**src/pkg/spi_xchg_pkg.sv**
```systemverilog
// Purpose: Shared constants, state type and helpers for the serial shift-exchange core.
// Assumes: System clock of 10 MHz; serial clock generated by this core when it is the host.
// Notes:   Only the half-period count is derived from a time and the clock period; the edge, bit and lead limits come from BYTE_BITS.
package spi_xchg_pkg;

  localparam int unsigned BYTE_BITS     = 8;
  localparam int unsigned SYS_CLK_NS    = 100;
  // Half period of the generated serial clock; long enough for the far end's
  // answer to cross two synchroniser stages at both ends before it is sampled.
  localparam int unsigned SCK_HALF_NS   = 800;
  localparam int unsigned SCK_HALF_CYC  = (SCK_HALF_NS + SYS_CLK_NS - 1) / SYS_CLK_NS;
  localparam int unsigned RX_FIFO_DEPTH = 4;

  localparam logic [3:0] HALF_LAST  = 4'(SCK_HALF_CYC - 1);
  localparam logic [3:0] EDGE_LAST  = 4'(2 * BYTE_BITS - 1);
  localparam logic [2:0] BIT_LAST   = 3'(BYTE_BITS - 1);
  localparam logic [3:0] LEADS_FULL = 4'(BYTE_BITS);

  localparam logic [7:0] SHIFT_RST  = 8'h00;
  localparam logic [1:0] SYNC_LO    = 2'h0;
  localparam logic [1:0] SYNC_HI    = 2'h3;

  typedef enum logic [1:0] {
    HOST_IDLE,
    HOST_RUN,
    HOST_TAIL
  } host_state_t;

  function automatic logic [7:0] shift_in(input logic [7:0] value, input logic bit_in);
    return {value[6:0], bit_in};
  endfunction

endpackage

```
**src/hdl/spi_shift_exchange_core.sv**
```systemverilog
// Purpose: Eight-bit full-duplex serial shift-exchange port, host or client role.
// Assumes: Serial pins come from outside the clock domain and are synchronised here.
// Notes:   Received bytes queue in a 4-deep FIFO; the head is the data buffer.
// Overview of operation
// - One eight-bit shift register per side forms the exchange path.
// - Most significant bit leaves first; incoming bit enters the lowest position.
// - Output bit changes on the chosen clock edge, input captured on the other.
// - Same idle clock level at both ends; host shows first bit at load, before the first clock edge.
// - Each clock cycle moves one bit in each direction into the lowest position.
// - Eight bits swap both registers; further data reloads and repeats.
// - Unselected client ignores the bus and leaves its data line undriven.
// - Host output feeds client input, client output feeds host input.
// - Host write to the data buffer, while the receive queue has room, loads the shifter and starts at once.
// - Eight received bits go to the buffer, or set overrun if it is full; buffer-full and interrupt flags are set.
// - A write during a transfer is dropped, flags a collision, blocks until cleared.
module spi_shift_exchange_core
  import spi_xchg_pkg::*;
(
  input  wire logic       clk_sys,
  input  wire logic       rst,
  input  wire logic       clk_en,
  input  wire logic       role_host,
  input  wire logic       clk_idle_high,
  input  wire logic       out_on_trailing,
  input  wire logic [7:0] tx_data,
  input  wire logic       tx_write,
  output logic            tx_ready,
  output logic            busy,
  output logic [7:0]      serial_data_buffer,
  output logic            buffer_full_flag,
  input  wire logic       buffer_read,
  output logic            write_collision_flag,
  input  wire logic       collision_clear,
  output logic            port_interrupt_flag,
  input  wire logic       interrupt_clear,
  output logic            rx_overrun_flag,
  input  wire logic       overrun_clear,
  input  wire logic       sck_in,
  output logic            sck_out,
  output logic            sck_oe,
  input  wire logic       sdi,
  output logic            sdo,
  output logic            sdo_oe,
  input  wire logic       sel_n_in,
  output logic            sel_n_out,
  output logic            sel_oe
);

  // Pin synchronisers; only stage [1] is looked at by any logic.
  logic [1:0]  sck_sync_q;
  logic [1:0]  sdi_sync_q;
  logic [1:0]  sel_sync_n_q;
  logic        sck_prev_q;

  host_state_t state_q;
  host_state_t state_d;
  logic [3:0]  half_q;
  logic [3:0]  half_d;
  logic [3:0]  edge_q;
  logic [3:0]  edge_d;
  logic        sck_act_q;
  logic        sck_act_d;

  logic [7:0]  shift_q;
  logic [7:0]  shift_d;
  logic        out_q;
  logic        out_d;
  logic [2:0]  bit_q;
  logic [2:0]  bit_d;
  logic        write_collision_flag_q;
  logic        irq_q;
  logic        ovr_q;

  wire sck_s     = sck_sync_q[1];
  wire sdi_s     = sdi_sync_q[1];
  wire sel_s_n   = sel_sync_n_q[1];
  wire tx_msb    = tx_data[7];

  // Client side edge finding on the sampled serial clock.
  wire client_sel = !role_host && !sel_s_n;
  wire cli_lead   = client_sel && (sck_s != clk_idle_high) && (sck_prev_q == clk_idle_high);
  wire cli_trail  = client_sel && (sck_s == clk_idle_high) && (sck_prev_q != clk_idle_high);

  // Host side edges come straight from the clock generator.
  wire host_run   = state_q == HOST_RUN;
  wire half_done  = (state_q != HOST_IDLE) && (half_q == HALF_LAST);
  wire host_lead  = host_run && half_done && !sck_act_q;
  wire host_trail = host_run && half_done && sck_act_q;
  wire last_edge  = host_run && half_done && (edge_q == EDGE_LAST);

  wire lead_edge    = role_host ? host_lead : cli_lead;
  wire trail_edge   = role_host ? host_trail : cli_trail;
  wire capture_edge = out_on_trailing ? lead_edge : trail_edge;
  wire change_edge  = out_on_trailing ? trail_edge : lead_edge;

  // Host reads the client's line, client reads the host's line, both on sdi.
  wire in_bit    = sdi_s;
  wire [7:0] rx_byte = shift_in(shift_q, in_bit);
  wire byte_done = capture_edge && (bit_q == BIT_LAST);

  wire rx_in_ready;
  wire host_busy   = state_q != HOST_IDLE;
  wire client_busy = client_sel && (bit_q != '0);

  // A full receive queue holds the host off; a client cannot stall the far end.
  assign busy     = role_host ? host_busy : client_busy;
  assign tx_ready = !busy && !write_collision_flag_q && (!role_host || rx_in_ready);
  wire   load     = tx_write && tx_ready;
  wire   collide  = tx_write && busy;
  wire   host_start = load && role_host;

  always_ff @(posedge clk_sys or posedge rst) begin
    if (rst) begin
      sck_sync_q   <= SYNC_LO;
      sdi_sync_q   <= SYNC_LO;
      sel_sync_n_q <= SYNC_HI;
      sck_prev_q   <= 1'b0;
    end else if (clk_en) begin
      sck_sync_q   <= {sck_sync_q[0], sck_in};
      sdi_sync_q   <= {sdi_sync_q[0], sdi};
      sel_sync_n_q <= {sel_sync_n_q[0], sel_n_in};
      sck_prev_q   <= sck_s;
    end
  end

  // Host clock generator: sixteen half periods, then one idle half period
  // with select still held so the client sees the clock stop first.
  always_comb begin
    state_d   = state_q;
    half_d    = half_q;
    edge_d    = edge_q;
    sck_act_d = sck_act_q;
    unique case (state_q)
      HOST_IDLE: begin
        if (host_start) begin
          state_d   = HOST_RUN;
          half_d    = '0;
          edge_d    = '0;
          sck_act_d = 1'b0;
        end
      end
      HOST_RUN: begin
        half_d = half_done ? '0 : 4'(half_q + 1'b1);
        if (half_done) begin
          sck_act_d = !sck_act_q;
          edge_d    = 4'(edge_q + 1'b1);
        end
        if (last_edge) begin
          state_d = HOST_TAIL;
        end
      end
      HOST_TAIL: begin
        half_d = half_done ? '0 : 4'(half_q + 1'b1);
        if (half_done) begin
          state_d = HOST_IDLE;
        end
      end
    endcase
  end

  // Shifter: the change edge presents the top bit, the capture edge shifts.
  always_comb begin
    shift_d = shift_q;
    out_d   = out_q;
    bit_d   = bit_q;
    if (load) begin
      shift_d = tx_data;
      out_d   = tx_msb;
      bit_d   = '0;
    end else begin
      if (capture_edge) begin
        shift_d = rx_byte;
        bit_d   = 3'(bit_q + 1'b1);
      end
      if (change_edge) begin
        out_d = shift_q[7];
      end
      if (!role_host && sel_s_n) begin
        bit_d = '0;
      end
    end
  end

  always_ff @(posedge clk_sys or posedge rst) begin
    if (rst) begin
      state_q   <= HOST_IDLE;
      half_q    <= '0;
      edge_q    <= '0;
      sck_act_q <= 1'b0;
      shift_q   <= SHIFT_RST;
      out_q     <= 1'b0;
      bit_q     <= '0;
    end else if (clk_en) begin
      state_q   <= state_d;
      half_q    <= half_d;
      edge_q    <= edge_d;
      sck_act_q <= sck_act_d;
      shift_q   <= shift_d;
      out_q     <= out_d;
      bit_q     <= bit_d;
    end
  end

  // Sticky flags: a new event in the clearing cycle wins over the clear.
  always_ff @(posedge clk_sys or posedge rst) begin
    if (rst) begin
      write_collision_flag_q <= 1'b0;
      irq_q  <= 1'b0;
      ovr_q  <= 1'b0;
    end else if (clk_en) begin
      write_collision_flag_q <= collide || (write_collision_flag_q && !collision_clear);
      irq_q  <= byte_done || (irq_q && !interrupt_clear);
      ovr_q  <= (byte_done && !rx_in_ready) || (ovr_q && !overrun_clear);
    end
  end

  stream_fifo #(
    .WIDTH (BYTE_BITS),
    .DEPTH (RX_FIFO_DEPTH)
  ) u_rx_fifo (
    .clk_sys   (clk_sys),
    .rst       (rst),
    .en        (clk_en),
    .in_valid  (byte_done),
    .in_ready  (rx_in_ready),
    .in_data   (rx_byte),
    .out_valid (buffer_full_flag),
    .out_ready (buffer_read),
    .out_data  (serial_data_buffer)
  );

  assign write_collision_flag = write_collision_flag_q;
  assign port_interrupt_flag  = irq_q;
  assign rx_overrun_flag      = ovr_q;

  // Pins: a single select output, so no two clients can be chosen at once.
  assign sck_out   = role_host ? (clk_idle_high ^ sck_act_q) : clk_idle_high;
  assign sck_oe    = role_host;
  assign sel_n_out = !(role_host && host_busy);
  assign sel_oe    = role_host;
  assign sdo       = out_q;
  assign sdo_oe    = role_host || client_sel;

  // Helper for checking: leading clock edges seen in one host transfer.
  logic [3:0] lead_cnt_q;
  always_ff @(posedge clk_sys or posedge rst) begin
    if (rst) begin
      lead_cnt_q <= '0;
    end else if (clk_en) begin
      if (host_start) begin
        lead_cnt_q <= '0;
      end else if (host_lead) begin
        lead_cnt_q <= 4'(lead_cnt_q + 1'b1);
      end
    end
  end
endmodule

```
**src/hdl/stream_fifo.sv**
```systemverilog
// Purpose: Small valid/ready FIFO holding received bytes.
// Assumes: DEPTH is a power of two; one push and one pop may happen in the same cycle.
// Notes:   Storage has no reset; only pointers and the count are reset.
module stream_fifo
  import spi_xchg_pkg::*;
#(
  parameter int unsigned WIDTH = 8,
  parameter int unsigned DEPTH = 4
) (
  input  wire logic             clk_sys,
  input  wire logic             rst,
  input  wire logic             en,
  input  wire logic             in_valid,
  output logic                  in_ready,
  input  wire logic [WIDTH-1:0] in_data,
  output logic                  out_valid,
  input  wire logic             out_ready,
  output logic [WIDTH-1:0]      out_data
);

  localparam int unsigned PW = $clog2(DEPTH);
  localparam logic [PW:0] CNT_FULL = (PW + 1)'(DEPTH);

  logic [WIDTH-1:0] mem_q [DEPTH];
  logic [PW-1:0]    wp_q;
  logic [PW-1:0]    rp_q;
  logic [PW:0]      cnt_q;
  wire              push = in_valid && in_ready;
  wire              pop  = out_valid && out_ready;

  assign in_ready  = cnt_q != CNT_FULL;
  assign out_valid = cnt_q != '0;
  assign out_data  = mem_q[rp_q];

  always_ff @(posedge clk_sys) begin
    if (en && push) begin
      mem_q[wp_q] <= in_data;
    end
  end

  always_ff @(posedge clk_sys or posedge rst) begin
    if (rst) begin
      wp_q  <= '0;
      rp_q  <= '0;
      cnt_q <= '0;
    end else if (en) begin
      if (push) begin
        wp_q <= PW'(wp_q + 1'b1);
      end
      if (pop) begin
        rp_q <= PW'(rp_q + 1'b1);
      end
      if (push && !pop) begin
        cnt_q <= (PW + 1)'(cnt_q + 1'b1);
      end else if (pop && !push) begin
        cnt_q <= (PW + 1)'(cnt_q - 1'b1);
      end
    end
  end

endmodule

```
**config.mk**
```make
export PLATFORM = sky130hd
export DESIGN_NAME = spi_shift_exchange_core
export DESIGN_NICKNAME = d
export VERILOG_FILES = /design/src/pkg/spi_xchg_pkg.sv /design/src/hdl/spi_shift_exchange_core.sv /design/src/hdl/stream_fifo.sv
export SDC_FILE = /design/constraint.sdc
export NUM_CORES = 1
export LEC_CHECK = 0
export BUFFER_PORTS_ARGS = -buffer_cell sky130_fd_sc_hd__buf_2
export CORE_UTILIZATION = 37
export DETAILED_ROUTE_END_ITERATION = 12
export PLACE_DENSITY_LB_ADDON = 0.05
export SYNTH_ARGS = -nofsm -noshare
export SYNTH_HDL_FRONTEND = slang
export SYNTH_SLANG_ARGS = --single-unit
```
**constraint.sdc**
```tcl
create_clock -name clk_sys -period 3.4 [get_ports clk_sys]
set_input_delay 0.68 -clock clk_sys [delete_from_list [all_inputs] [get_ports clk_sys]]
set_output_delay 0.68 -clock clk_sys [all_outputs]
set_load 0.1 [all_outputs]
```
==> Word-level counts from Yosys, hierarchy flattened <==
Memories as Yosys holds them, arrays and structs flattened.
Cells that the tools add are included.
{ "classes": {"add_sub_neg": 7, "eq_ne": 14, "reduce_logical": 64, "muxes": 29, "bitwise": 1} }
{ "ops": {"columns": ["op", "n"], "rows": [
  ["$logic_and A1 B1 Y1", 28],
  ["$mux W8", 2],
  ["$pmux W4 S2", 2],
  ["$mux W3", 5],
  ["$reduce_and A2 Y1", 7],
  ["$logic_not A1 Y1", 12],
  ["$mux W1", 12],
  ["$mux W4", 3],
  ["$reduce_bool A2 Y1", 5],
  ["$reduce_bool A3 Y1", 3],
  ["$add A4 B1 Y4 const B", 2],
  ["$reduce_and A4 Y1", 2],
  ["$add A3 B1 Y3 const B", 2],
  ["$mux W2", 3],
  ["$pmux W2 S3", 1],
  ["$logic_or A1 B1 Y1", 5],
  ["$add A2 B1 Y2 const B", 2],
  ["$eq A4 B3 Y1 const B", 1],
  ["$eq A4 B4 Y1 const B", 1],
  ["$ne A2 B1 Y1 const B", 2],
  ["$ne A2 B2 Y1 const B", 2],
  ["$eq A3 B3 Y1 const B", 1],
  ["$ne A3 B3 Y1 const B", 1],
  ["$sub A3 B1 Y3 const B", 1],
  ["other kinds (8)", 10]
]} }
{ "word_totals": {"mem_count": 1, "ff_bits": 40, "output_inout_bits": 20, "input_bits": 22, "mem_bits_rw": 32} }
{ "memory_table": {"columns": ["memory", "depth", "word_bits", "rd", "rd_ports_with_merged_regs", "wr", "line_no", "source"], "rows": [
  ["u_rx_fifo.mem_q", 4, 8, 1, 0, 1, "stream_fifo.sv:24", "logic [WIDTH-1:0] mem_q [DEPTH];"]
]} }

==> Logic depth before layout (Yosys ltp) <==
Gate-level depths: netlist of the first run.
{ "depth": {"word_depth": 12, "mapped_depth": 12, "mapped_depth_nobuf": 12} }

==> Hierarchy <==
From an unflattened synthesis of the first run, not the netlist that was laid out.
{ "unflattened": {"cells_unflattened": 270, "hier_area_um2": 3641.0} }
{ "by_module_without_submodules": {"columns": ["mod", "cells_each", "area_each_um2", "n_inst", "seq_area_each_um2"], "rows": [
  ["spi_shift_exchange_core", 187, 2021.9, 1, 828.3],
  ["stream_fifo", 83, 1619.1, 1, 1136.1]
]} }

==> Least setup slack after synthesis of the first run <==
Ideal clock, no wire load.
{ "synth_path": {"path_type": "reg2out", "start": "register state_q[0]", "end": "output port tx_ready", "required_time_ns": 2.720, "path_buffers": 1, "path_stages_with_launch": 7, "slack_ns": -0.513, "t_arrival_ns": 3.233, "cell_sequence": "dfrtp_1 inv_1 ha_1 nand2b_1 o221ai_2 buf_4 nor2_1"} }
{ "synth_via": {"elab_chain_len": 5} }
{ "synth_lines": {"columns": ["item", "line_no", "source"], "rows": [
  ["from (decl)", "spi_shift_exchange_core.sv:55", "host_state_t state_q;"],
  ["from (signal assigned)", "spi_shift_exchange_core.sv:194", "state_q <= state_d;"],
  ["$reduce_bool A2 Y1", "spi_shift_exchange_core.sv:102", "wire host_busy = state_q != HOST_IDLE;"],
  ["$mux W1", "spi_shift_exchange_core.sv:106", "assign busy = role_host ? host_busy : client_busy;"],
  ["$logic_not A1 Y1", "spi_shift_exchange_core.sv:107", "assign tx_ready = !busy && !write_collision_flag_q && (!role_host || rx_in_ready);"],
  ["$logic_and A1 B1 Y1 (2 in a row)", "spi_shift_exchange_core.sv:107", null],
  ["to (decl)", "spi_shift_exchange_core.sv:27", "output logic tx_ready,"]
]} }
No other way between the ends.

==> Worst setup path in the final report of the first run <==
{ "layout_path": {"start": "register state_q[0]", "end": "register u_rx_fifo.cnt_q[2]"} }
{ "layout_via": {"elab_chain_len": 12, "elab_cells_between_ends": 17, "classes_between": "1 x eq/ne; 4 x mux; 12 x reduce/logical"} }
{ "layout_lines": {"columns": ["item", "line_no", "source"], "rows": [
  ["$reduce_bool A2 Y1", "spi_shift_exchange_core.sv:86", "wire half_done = (state_q != HOST_IDLE) && (half_q == HALF_LAST);"],
  ["$logic_and A1 B1 Y1", "spi_shift_exchange_core.sv:86", null],
  ["$logic_and A1 B1 Y1 *", "spi_shift_exchange_core.sv:87, spi_shift_exchange_core.sv:88", null],
  ["$logic_and A1 B1 Y1 (on tied branches)", "spi_shift_exchange_core.sv:88, spi_shift_exchange_core.sv:87", null],
  ["$mux W1 (on tied branches)", "spi_shift_exchange_core.sv:92, spi_shift_exchange_core.sv:91", null],
  ["$mux W1 *", "spi_shift_exchange_core.sv:93", "wire capture_edge = out_on_trailing ? lead_edge : trail_edge;"],
  ["$logic_and A1 B1 Y1 *", "spi_shift_exchange_core.sv:99", "wire byte_done = capture_edge && (bit_q == BIT_LAST);"],
  ["$logic_and A1 B1 Y1 *", "stream_fifo.sv:28", "wire push = in_valid && in_ready;"],
  ["$logic_not A1 Y1", "stream_fifo.sv:55", "end else if (pop && !push) begin"],
  ["$logic_and A1 B1 Y1", "stream_fifo.sv:55", null],
  ["$reduce_bool A2 Y1 (no line)", null, null],
  ["$reduce_and A2 Y1 (no line)", null, null],
  ["to (signal assigned)", "stream_fifo.sv:54", "cnt_q <= (PW + 1)'(cnt_q + 1'b1);"],
  ["to (signal assigned)", "stream_fifo.sv:56", "cnt_q <= (PW + 1)'(cnt_q - 1'b1);"],
  ["to (decl)", "stream_fifo.sv:27", "logic [PW:0] cnt_q;"]
]} }
Every way passes the cells marked *; elsewhere a longest branch is shown, timed or not.
A chain may end at the register's enable or synchronous reset.

==> summary.md, run 1 <==
| Metric | Value |
|---|---|
| Status | completed |
| Via count | between 2,000 and 2,500 |
| Rows | 35 |
| Critical Path RT | 3.63 ns |
| Placed insts | 404 |
| Routed len/inst | 16.3 um |
| Overflow after GRT | 0 |
| Slowest CP cell | and4bb_2 |
| Startpoint types | flip-flop |
| Post-cts hold buffer count | 0 |
| Number of remaining DRC errors | 0 |
| Die height | 99.1 um |
| Reg2reg end | u_rx_fifo.cnt_q[2] |
| CTS resizes | 0 |
| Worst path depth | 12 |
| RD Place Congestion | 0.722 |
| TritonCTS clock tree | done |
| Number of synthesized register bits | 72 |
| Synth warn | 0 |
| Chip width | 99.1 um |
| CTS max path bufs | 2 |
| Synthesized area | 3490 um^2 |
| Setup WS pre-CTS | 0.430 ns |
| Vias in the first global route | 2,262 |
| # clock sinks | between 70 and 80 |
| Critical path class | flip-flop to flip-flop |
| Tightest Pin Transition | 0.599 ns |
| DRT Wirelength | 6860 um |
| Synth async-reset ratio | 0.556 |
| # diodes | 0 |
| Fin nets | 341 |
| Number of DRC markers in iteration 0 | 85 |
| Largest net degree at the start of global routing | 31 |
| CP arrival | 3.17 ns |
| Distinct cells, synth | just under 60 |
| Tmin final | about 3 ns |
| Fin crit share | 0.865 |
| Max-slew violations | 0 |
| P_leak | about 1.6 nW |
| Area of the core | slightly above 9000 um^2 |
| Post-CTS Setup Inserts | 0 |
| CTS clk-pin slew, worst paths | 0.08 ns |
| PortBufs | 41 |
| R2r setup slk | 0.46 ns |
| Worst slew margin | 0.601 |
| Initial Util | 0.379 |
| Setup TNS | 0 ns |
| Final instance area | 4050 um^2 |
| RSZ-0062 raised after global routing | false |
| EDFF count, synth | 32 |
| Ys flop type | dfrtp_1 |
| First-pass GRT wire length | about 12,000 um |
| CP delay by family, top | simple AND/OR/NAND/NOR gates |
| R2r startpoint | state_q[0] |
| Crit-path max FO | 14 |
| Boundary Pins | 42 |
| Total Power | between 3 and 4 mW |
| Layout Skew | 0.00944 ns |
| GRT Total Usage | 0.156 |
| Die Area | 9820 um^2 |
| Drt pass-1 iters | 4 |
| Synth Instances | 261 |
| Placed Instance Area | 3810 um^2 |
| Final setup margin | 0.460 ns |
| H-tree depth | 3 |
| Finished Layout Cells | 420 |
| Hold Path Class | input pin to async pin |
| Crit path capture type | flip-flop |
| HPWL Detailed | 4860 um |
| Layout cells sized above 1 | 0.282 |
| Area grow syn2layout | 16.1% |
| Seq/Total Area, Yosys | 0.563 |
| Initial antenna violation count | 0 |
| F_max | 0.340 GHz |
| Setup Viol. Count Final | 0 |
| Synthesized area per cell | 13.4 um^2 |
| CP bufs+invs | 2 |
| Max_cap viols | 0 |
| CP cell instances | inv_1, ha_1, and4bb_2, nand3_2, o22ai_1, and3_1, ha_1, inv_1, fa_1, xnor2_1, nand2_1, xnor2_1 |
| Root Buffer | clkbuf_8 |
| Worst reg2reg path depth | 12 |
| Final Hold Fails | 0 |
| PwrDens | 808 nW/um^2 |
| DR vias/cell | 5.22 |
| Worst skew pair latency | 0.34 ns |
| Slowest stage delay, CP | ~0.49 ns |
| TritonCTS Buffers | 9 |
| Routed Antenna Nets | 0 |
| Final Hold Slack | 0.314 ns |
| IR drop worst, VDD | 0.361 mV |
| Fin util | 0.441 |
| Post-Syn Nets | a little under 300 |
## power by group
part	internal, mW	switching [mW]	total (mW)
Sequential	1.10	0.178	1.28
Clock	0.488	0.333	0.821
Combinational	0.378	0.798	1.18
## worst reg2reg max path: cells and delay by family, from the launching register on
| family | cells | cell delay, ns |
|---|---|---|
| buf+inv | 2 | 0.14 |
| compound gates | 1 | 0.31 |
| simple gates | 4 | 0.92 |
| flops | 1 | 0.38 |
| fa+ha+maj | 3 | 0.81 |
| xor+xnor | 2 | 0.29 |
## area by class of cell
| class | instances | area [um^2] |
|---|---|---|
| repair buffers | 46 | 243 |
| well taps | 111 | 139 |
| inverters | 12 | 45.0 |
| clock buffers | 9 | 124 |
| flip-flops and latches | 72 | 1960 |
| multi-input cells | 163 | 1420 |
| clock inverters | 7 | 120 |
| fillers | 862 | 5140 |
## layout by cell type (no fill, tap or decap), types with 3 or more instances in the layout
cell type   n
buf_2      41
dfrtp_1    38
edfxtp_1   32
nand2_1    17
ha_1       14
inv_1      11
o31ai_1    10
mux2_1     10
or3_1       9
clkbuf_8    9
a2bb2oi_1   8
mux4_2      8
o21ai_1     7
xnor2_1     7
nor2b_1     6
and2_1      5
nand4_1     5
buf_4       5
nand2b_1    4
a32o_1      4
nand3_1     4
and3_1      3
mux2i_1     3
bufinv_16   3
## flip-flops by register name (all words and copies together) (netlist names)
name / flops
sel_sync_n_q: 2
sdo: 1
sdi_sync_q: 2
write_collision_flag: 1
port_interrupt_flag: 1
rx_overrun_flag: 1
shift_q: 8
sck_sync_q: 2
u_rx_fifo.mem_q: 32
u_rx_fifo.cnt_q: 3
u_rx_fifo.rp_q: 2
bit_q: 3
edge_q: 4
sck_act_q: 1
state_q: 2
u_rx_fifo.wp_q: 2
sck_prev_q: 1
half_q: 4
## layer usage
| layer | share of wire | global-route usage |
|---|---|---|
| met4 | 0.012 | 0.0577 |
| met3 | 0.033 | 0.0408 |
| met2 | 0.49 | 0.260 |
| met5 | 0 | 0 |
| met1 | 0.46 | 0.197 |
## worst max-delay path by stage
stage	slack, ns	end	start
6_report	0.46	u_rx_fifo.cnt_q[2]	state_q[0]
5_1_grt	0.25	u_rx_fifo.cnt_q[2]	state_q[0]
4_1_cts	0.44	u_rx_fifo.cnt_q[2]	state_q[0]
3_5_place_dp	0.43	u_rx_fifo.cnt_q[2]	clk_idle_high
3_3_place_gp	0.49	u_rx_fifo.cnt_q[2]	clk_idle_high
2_1_floorplan	0.31	busy	role_host
## kinds of logic after synthesis
family | Yosys count | synth area share
AOI/OAI and AO/OA | 47 | 0.107
muxes | 23 | 0.100
buffers and inverters | 26 | 0.0323
DFF | 72 | 0.563
and+or+nand+nor | 69 | 0.119
adders and majority gates | 15 | 0.0559
xor gates and xnor gates | 9 | 0.0226
## synth_stat cells (2+ instances only)
cell type | count | share of area
buf_4 | 3 | 0.0065
nand2_1 | 17 | 0.018
dfrtp_1 | 38 | 0.27
o31ai_1 | 10 | 0.022
xnor2_1 | 7 | 0.018
a32o_1 | 4 | 0.011
nand3_1 | 4 | 0.0057
nand2b_1 | 5 | 0.0090
a21oi_1 | 2 | 0.0029
or3_1 | 9 | 0.016
and2_1 | 5 | 0.0090
mux2_1 | 10 | 0.032
clkbuf_1 | 7 | 0.0075
dfstp_2 | 2 | 0.015
mux4_2 | 8 | 0.052
and3_1 | 3 | 0.0054
o21ai_0 | 2 | 0.0029
edfxtp_1 | 32 | 0.28
nand4_1 | 5 | 0.0090
inv_1 | 11 | 0.012
o21ai_1 | 7 | 0.010
o22a_1 | 2 | 0.0050
a2bb2oi_1 | 8 | 0.020
buf_2 | 3 | 0.0043
ha_1 | 14 | 0.050
xor2_1 | 2 | 0.0050
mux2i_1 | 3 | 0.0086
nor2_1 | 2 | 0.0022
nor2b_1 | 6 | 0.011
Note: power is estimated with default switching activity, not from simulation.
==> run 2, diff against run 1 <==
--- a/config.mk
+++ b/config.mk
@@ -5,9 +5,9 @@
 export SDC_FILE = /design/constraint.sdc
 export NUM_CORES = 1
 export LEC_CHECK = 0
-export BUFFER_PORTS_ARGS = -buffer_cell sky130_fd_sc_hd__buf_2
 export CORE_UTILIZATION = 37
 export DETAILED_ROUTE_END_ITERATION = 12
+export DONT_BUFFER_PORTS = 1
 export PLACE_DENSITY_LB_ADDON = 0.05
 export SYNTH_ARGS = -nofsm -noshare
 export SYNTH_HDL_FRONTEND = slang
==> run 2 against run 1 <==
Sequential share of layout area increased by 3.0 points. Critical path depth down 2. First-iteration DRC count fell by 47%. Utilization down 2.6 points. Combinational power decreased by 8%. Die area is the same. Clock-buffer cell count increased by 1. Sequential cell count unchanged. Final cell count is 8.6% lower. Clock power decreased by 28%. Critical path type unchanged.
==> summary.md, run 2 (synthesized netlist as in run 1, its figures left out) <==
| Metric | Value |
|---|---|
| Status | completed (unchanged) |
| Most frequent cells in the layout | dfrtp_1, edfxtp_1, nand2_1, ha_1, inv_1 (was buf_2, dfrtp_1, edfxtp_1, nand2_1, ha_1) |
| Vias in the first global route | 2,248 (was 2,262) |
| Initial antenna violation count | 0 (unchanged) |
| RD Place Congestion | 0.699 (was 0.722) |
| Number of remaining DRC errors | 0 (unchanged) |
| CP arrival | 2.92 ns (was 3.17 ns) |
| Root Buffer | clkbuf_8 (unchanged) |
| Worst skew pair latency | 0.34 ns (about the same) |
| Fin crit share | 0.794 (was 0.865) |
| DRT Wirelength | 6870 um (was 6860 um) |
| Via count | 2,050 (was 2,192) |
| Critical path class | flip-flop to flip-flop (unchanged) |
| GRT Total Usage | 0.161 (was 0.156) |
| Seq. cell area | 1960 um^2 (unchanged) |
| Setup Viol. Count Final | 0 (unchanged) |
| Hold Path Class | input pin to async pin (unchanged) |
| First-pass GRT wire length | 11,900 um (was 11,500 um) |
| R2r startpoint | state_q[0] (unchanged) |
| PortBufs | 0 (was 41) |
| Rows | 35 (unchanged) |
| Routed len/inst | 17.9 um (was 16.3 um) |
| Drt pass-1 iters | 4 (unchanged) |
| Worst reg2reg path depth | 10 (was 12) |
| TritonCTS clock tree | done (unchanged) |
| Boundary Pins | 42 (unchanged) |
| Largest register FFs | 32 (unchanged) |
| R2r setup slk | 0.70 ns (was 0.46 ns) |
| Critical path endpoint | u_rx_fifo.cnt_q[1] (was u_rx_fifo.cnt_q[2]) |
| Layout Skew | 0.0121 ns (was 0.00944 ns) |
| H-tree depth | 3 (unchanged) |
| Overflow after GRT | 0 (unchanged) |
| Largest Register | u_rx_fifo.mem_q (unchanged) |
| Max-slew violations | 0 (unchanged) |
| Final setup margin | 0.699 ns (was 0.460 ns) |
| Final Hold Slack | 0.354 ns (was 0.314 ns) |
| # diodes | 0 (unchanged) |
| # clock sinks | 72 (unchanged) |
| Final Hold Fails | 0 (unchanged) |
| IR drop worst, VDD | 0.408 mV (was 0.361 mV) |
| Die height | 99.1 um (unchanged) |
| CTS clk-pin slew, worst paths | 0.08 ns (about the same) |
| Number of DRC markers in iteration 0 | 45 (was 85) |
| Post-cts hold buffer count | 0 (unchanged) |
| Critical Path Source | state_q[0] (unchanged) |
| Crit-path max FO | 5 (was 14) |
| TritonCTS Buffers | 9 (unchanged) |
| Crit path capture type | flip-flop (unchanged) |
| Filler Cells Inserted | 877 (was 862) |
| Fin nets | 305 (was 341) |
| Setup TNS | 0 ns (unchanged) |
| Setup WS pre-CTS | 0.586 ns (was 0.430 ns) |
| F_max | 0.370 GHz (was 0.340 GHz) |
| CTS max path bufs | 2 (unchanged) |
| Reg2reg end | u_rx_fifo.cnt_q[1] (was u_rx_fifo.cnt_q[2]) |
| Top flop regs | u_rx_fifo.mem_q x32, shift_q x8 (unchanged) |
| Tightest Pin Transition | 0.957 ns (was 0.599 ns) |
| Largest net degree at the start of global routing | 41 (was 31) |
| Critical Path RT | 3.62 ns (was 3.63 ns) |
| HPWL Detailed | 4680 um (was 4860 um) |
| Layout cells sized above 1 | 0.187 (was 0.282) |
| Multi-input gate area | 1430 um^2 (was 1420 um^2) |
| CTS resizes | 0 (unchanged) |
| Chip width | 99.1 um (unchanged) |
| RSZ-0062 raised after global routing | false (unchanged) |
| Most common cell after layout, fill and taps aside | dfrtp_1 (was buf_2) |
| Startpoint types | flip-flop (unchanged) |
| Worst slew margin | 0.361 (was 0.601) |
| Post-CTS Setup Inserts | 0 (unchanged) |
| PwrDens | 787 nW/um^2 (was 808 nW/um^2) |
| DR vias/cell | 5.34 (was 5.22) |
| Routed Antenna Nets | 0 (unchanged) |
| Tmin final | 2.70 ns (was 2.94 ns) |
| P_leak | 1.48 nW (was 1.64 nW) |
| Die Area | 9820 um^2 (unchanged) |
| Area of the core | 9200 um^2 (unchanged) |
| Max_cap viols | 0 (unchanged) |
| Area grow syn2layout | 9.36% (was 16.1%) |
| Initial Util | 0.379 (unchanged) |
==> run 2: cell count changes in the layout (fill, tap and decap cells not counted), moves of 2 or more <==
cell | previous run | this run
buf_2 | 41 | 0
buf_4 | 5 | 10
bufinv_16 | 3 | 0
clkinv_2 | 1 | 3
==> run 2: cell type report <==
| class | instances | area share |
|---|---|---|
| clock buffer | 10 | 0.0334 |
| clock inverter | 6 | 0.00951 |
| inverter | 12 | 0.0118 |
| multi-input combinational | 163 | 0.374 |
| sequential | 72 | 0.515 |
| tap | 111 | 0.0364 |
| timing repair buffer | 10 | 0.0197 |
==> run 2: how the worst min path moves through the flow <==
stage                   from       endpoint  slack [ns]  cells after the start
6_report                 rst  sck_sync_q[0]        0.35                      2
5_1_grt               clk_en     shift_q[0]        0.40                      1
4_1_cts                  rst  sdi_sync_q[1]        0.37                      2
3_5_place_dp       edge_q[3]      edge_q[3]        0.47                      1
3_3_place_gp   sdi_sync_q[0]  sdi_sync_q[0]        0.47                      1
2_1_floorplan      edge_q[3]      edge_q[3]        0.45                      1
==> run 2: stage by stage <==
step / total power [mW] / util / instance area, um^2 / std cells
after global placement: 2.44 / 0.397 / 3650 / 368
final: 3.00 / 0.415 / 3820 / 384
after floorplan: 2.24 / - / 3490 / 261
after detailed placement: 2.45 / 0.397 / 3650 / 368
after global routing: 3.19 / 0.415 / 3820 / 384
after CTS: 3.05 / 0.415 / 3820 / 384
==> run 2: worst max-delay path, cell delays in order (launching register included) <==
cell	delay, ns
dfrtp_1	0.37
inv_1	0.08
ha_1	0.25
and4bb_2	0.34
nand3_2	0.10
o22ai_1	0.28
and3_1	0.20
ha_1	0.17
inv_1	0.06
fa_1	0.43
mux2_1	0.30
==> run 2: power by group <==
part | switching [mW] | internal, mW | total, mW
registers | 0.226 | 1.10 | 1.32
logic | 0.724 | 0.366 | 1.09
clock network | 0.325 | 0.263 | 0.588
==> run 2: metal layers <==
layer	global-route usage	part of all wire
met3	0.0330	0.034
met1	0.204	0.46
met5	0	0
met4	0.0713	0.014
met2	0.267	0.50
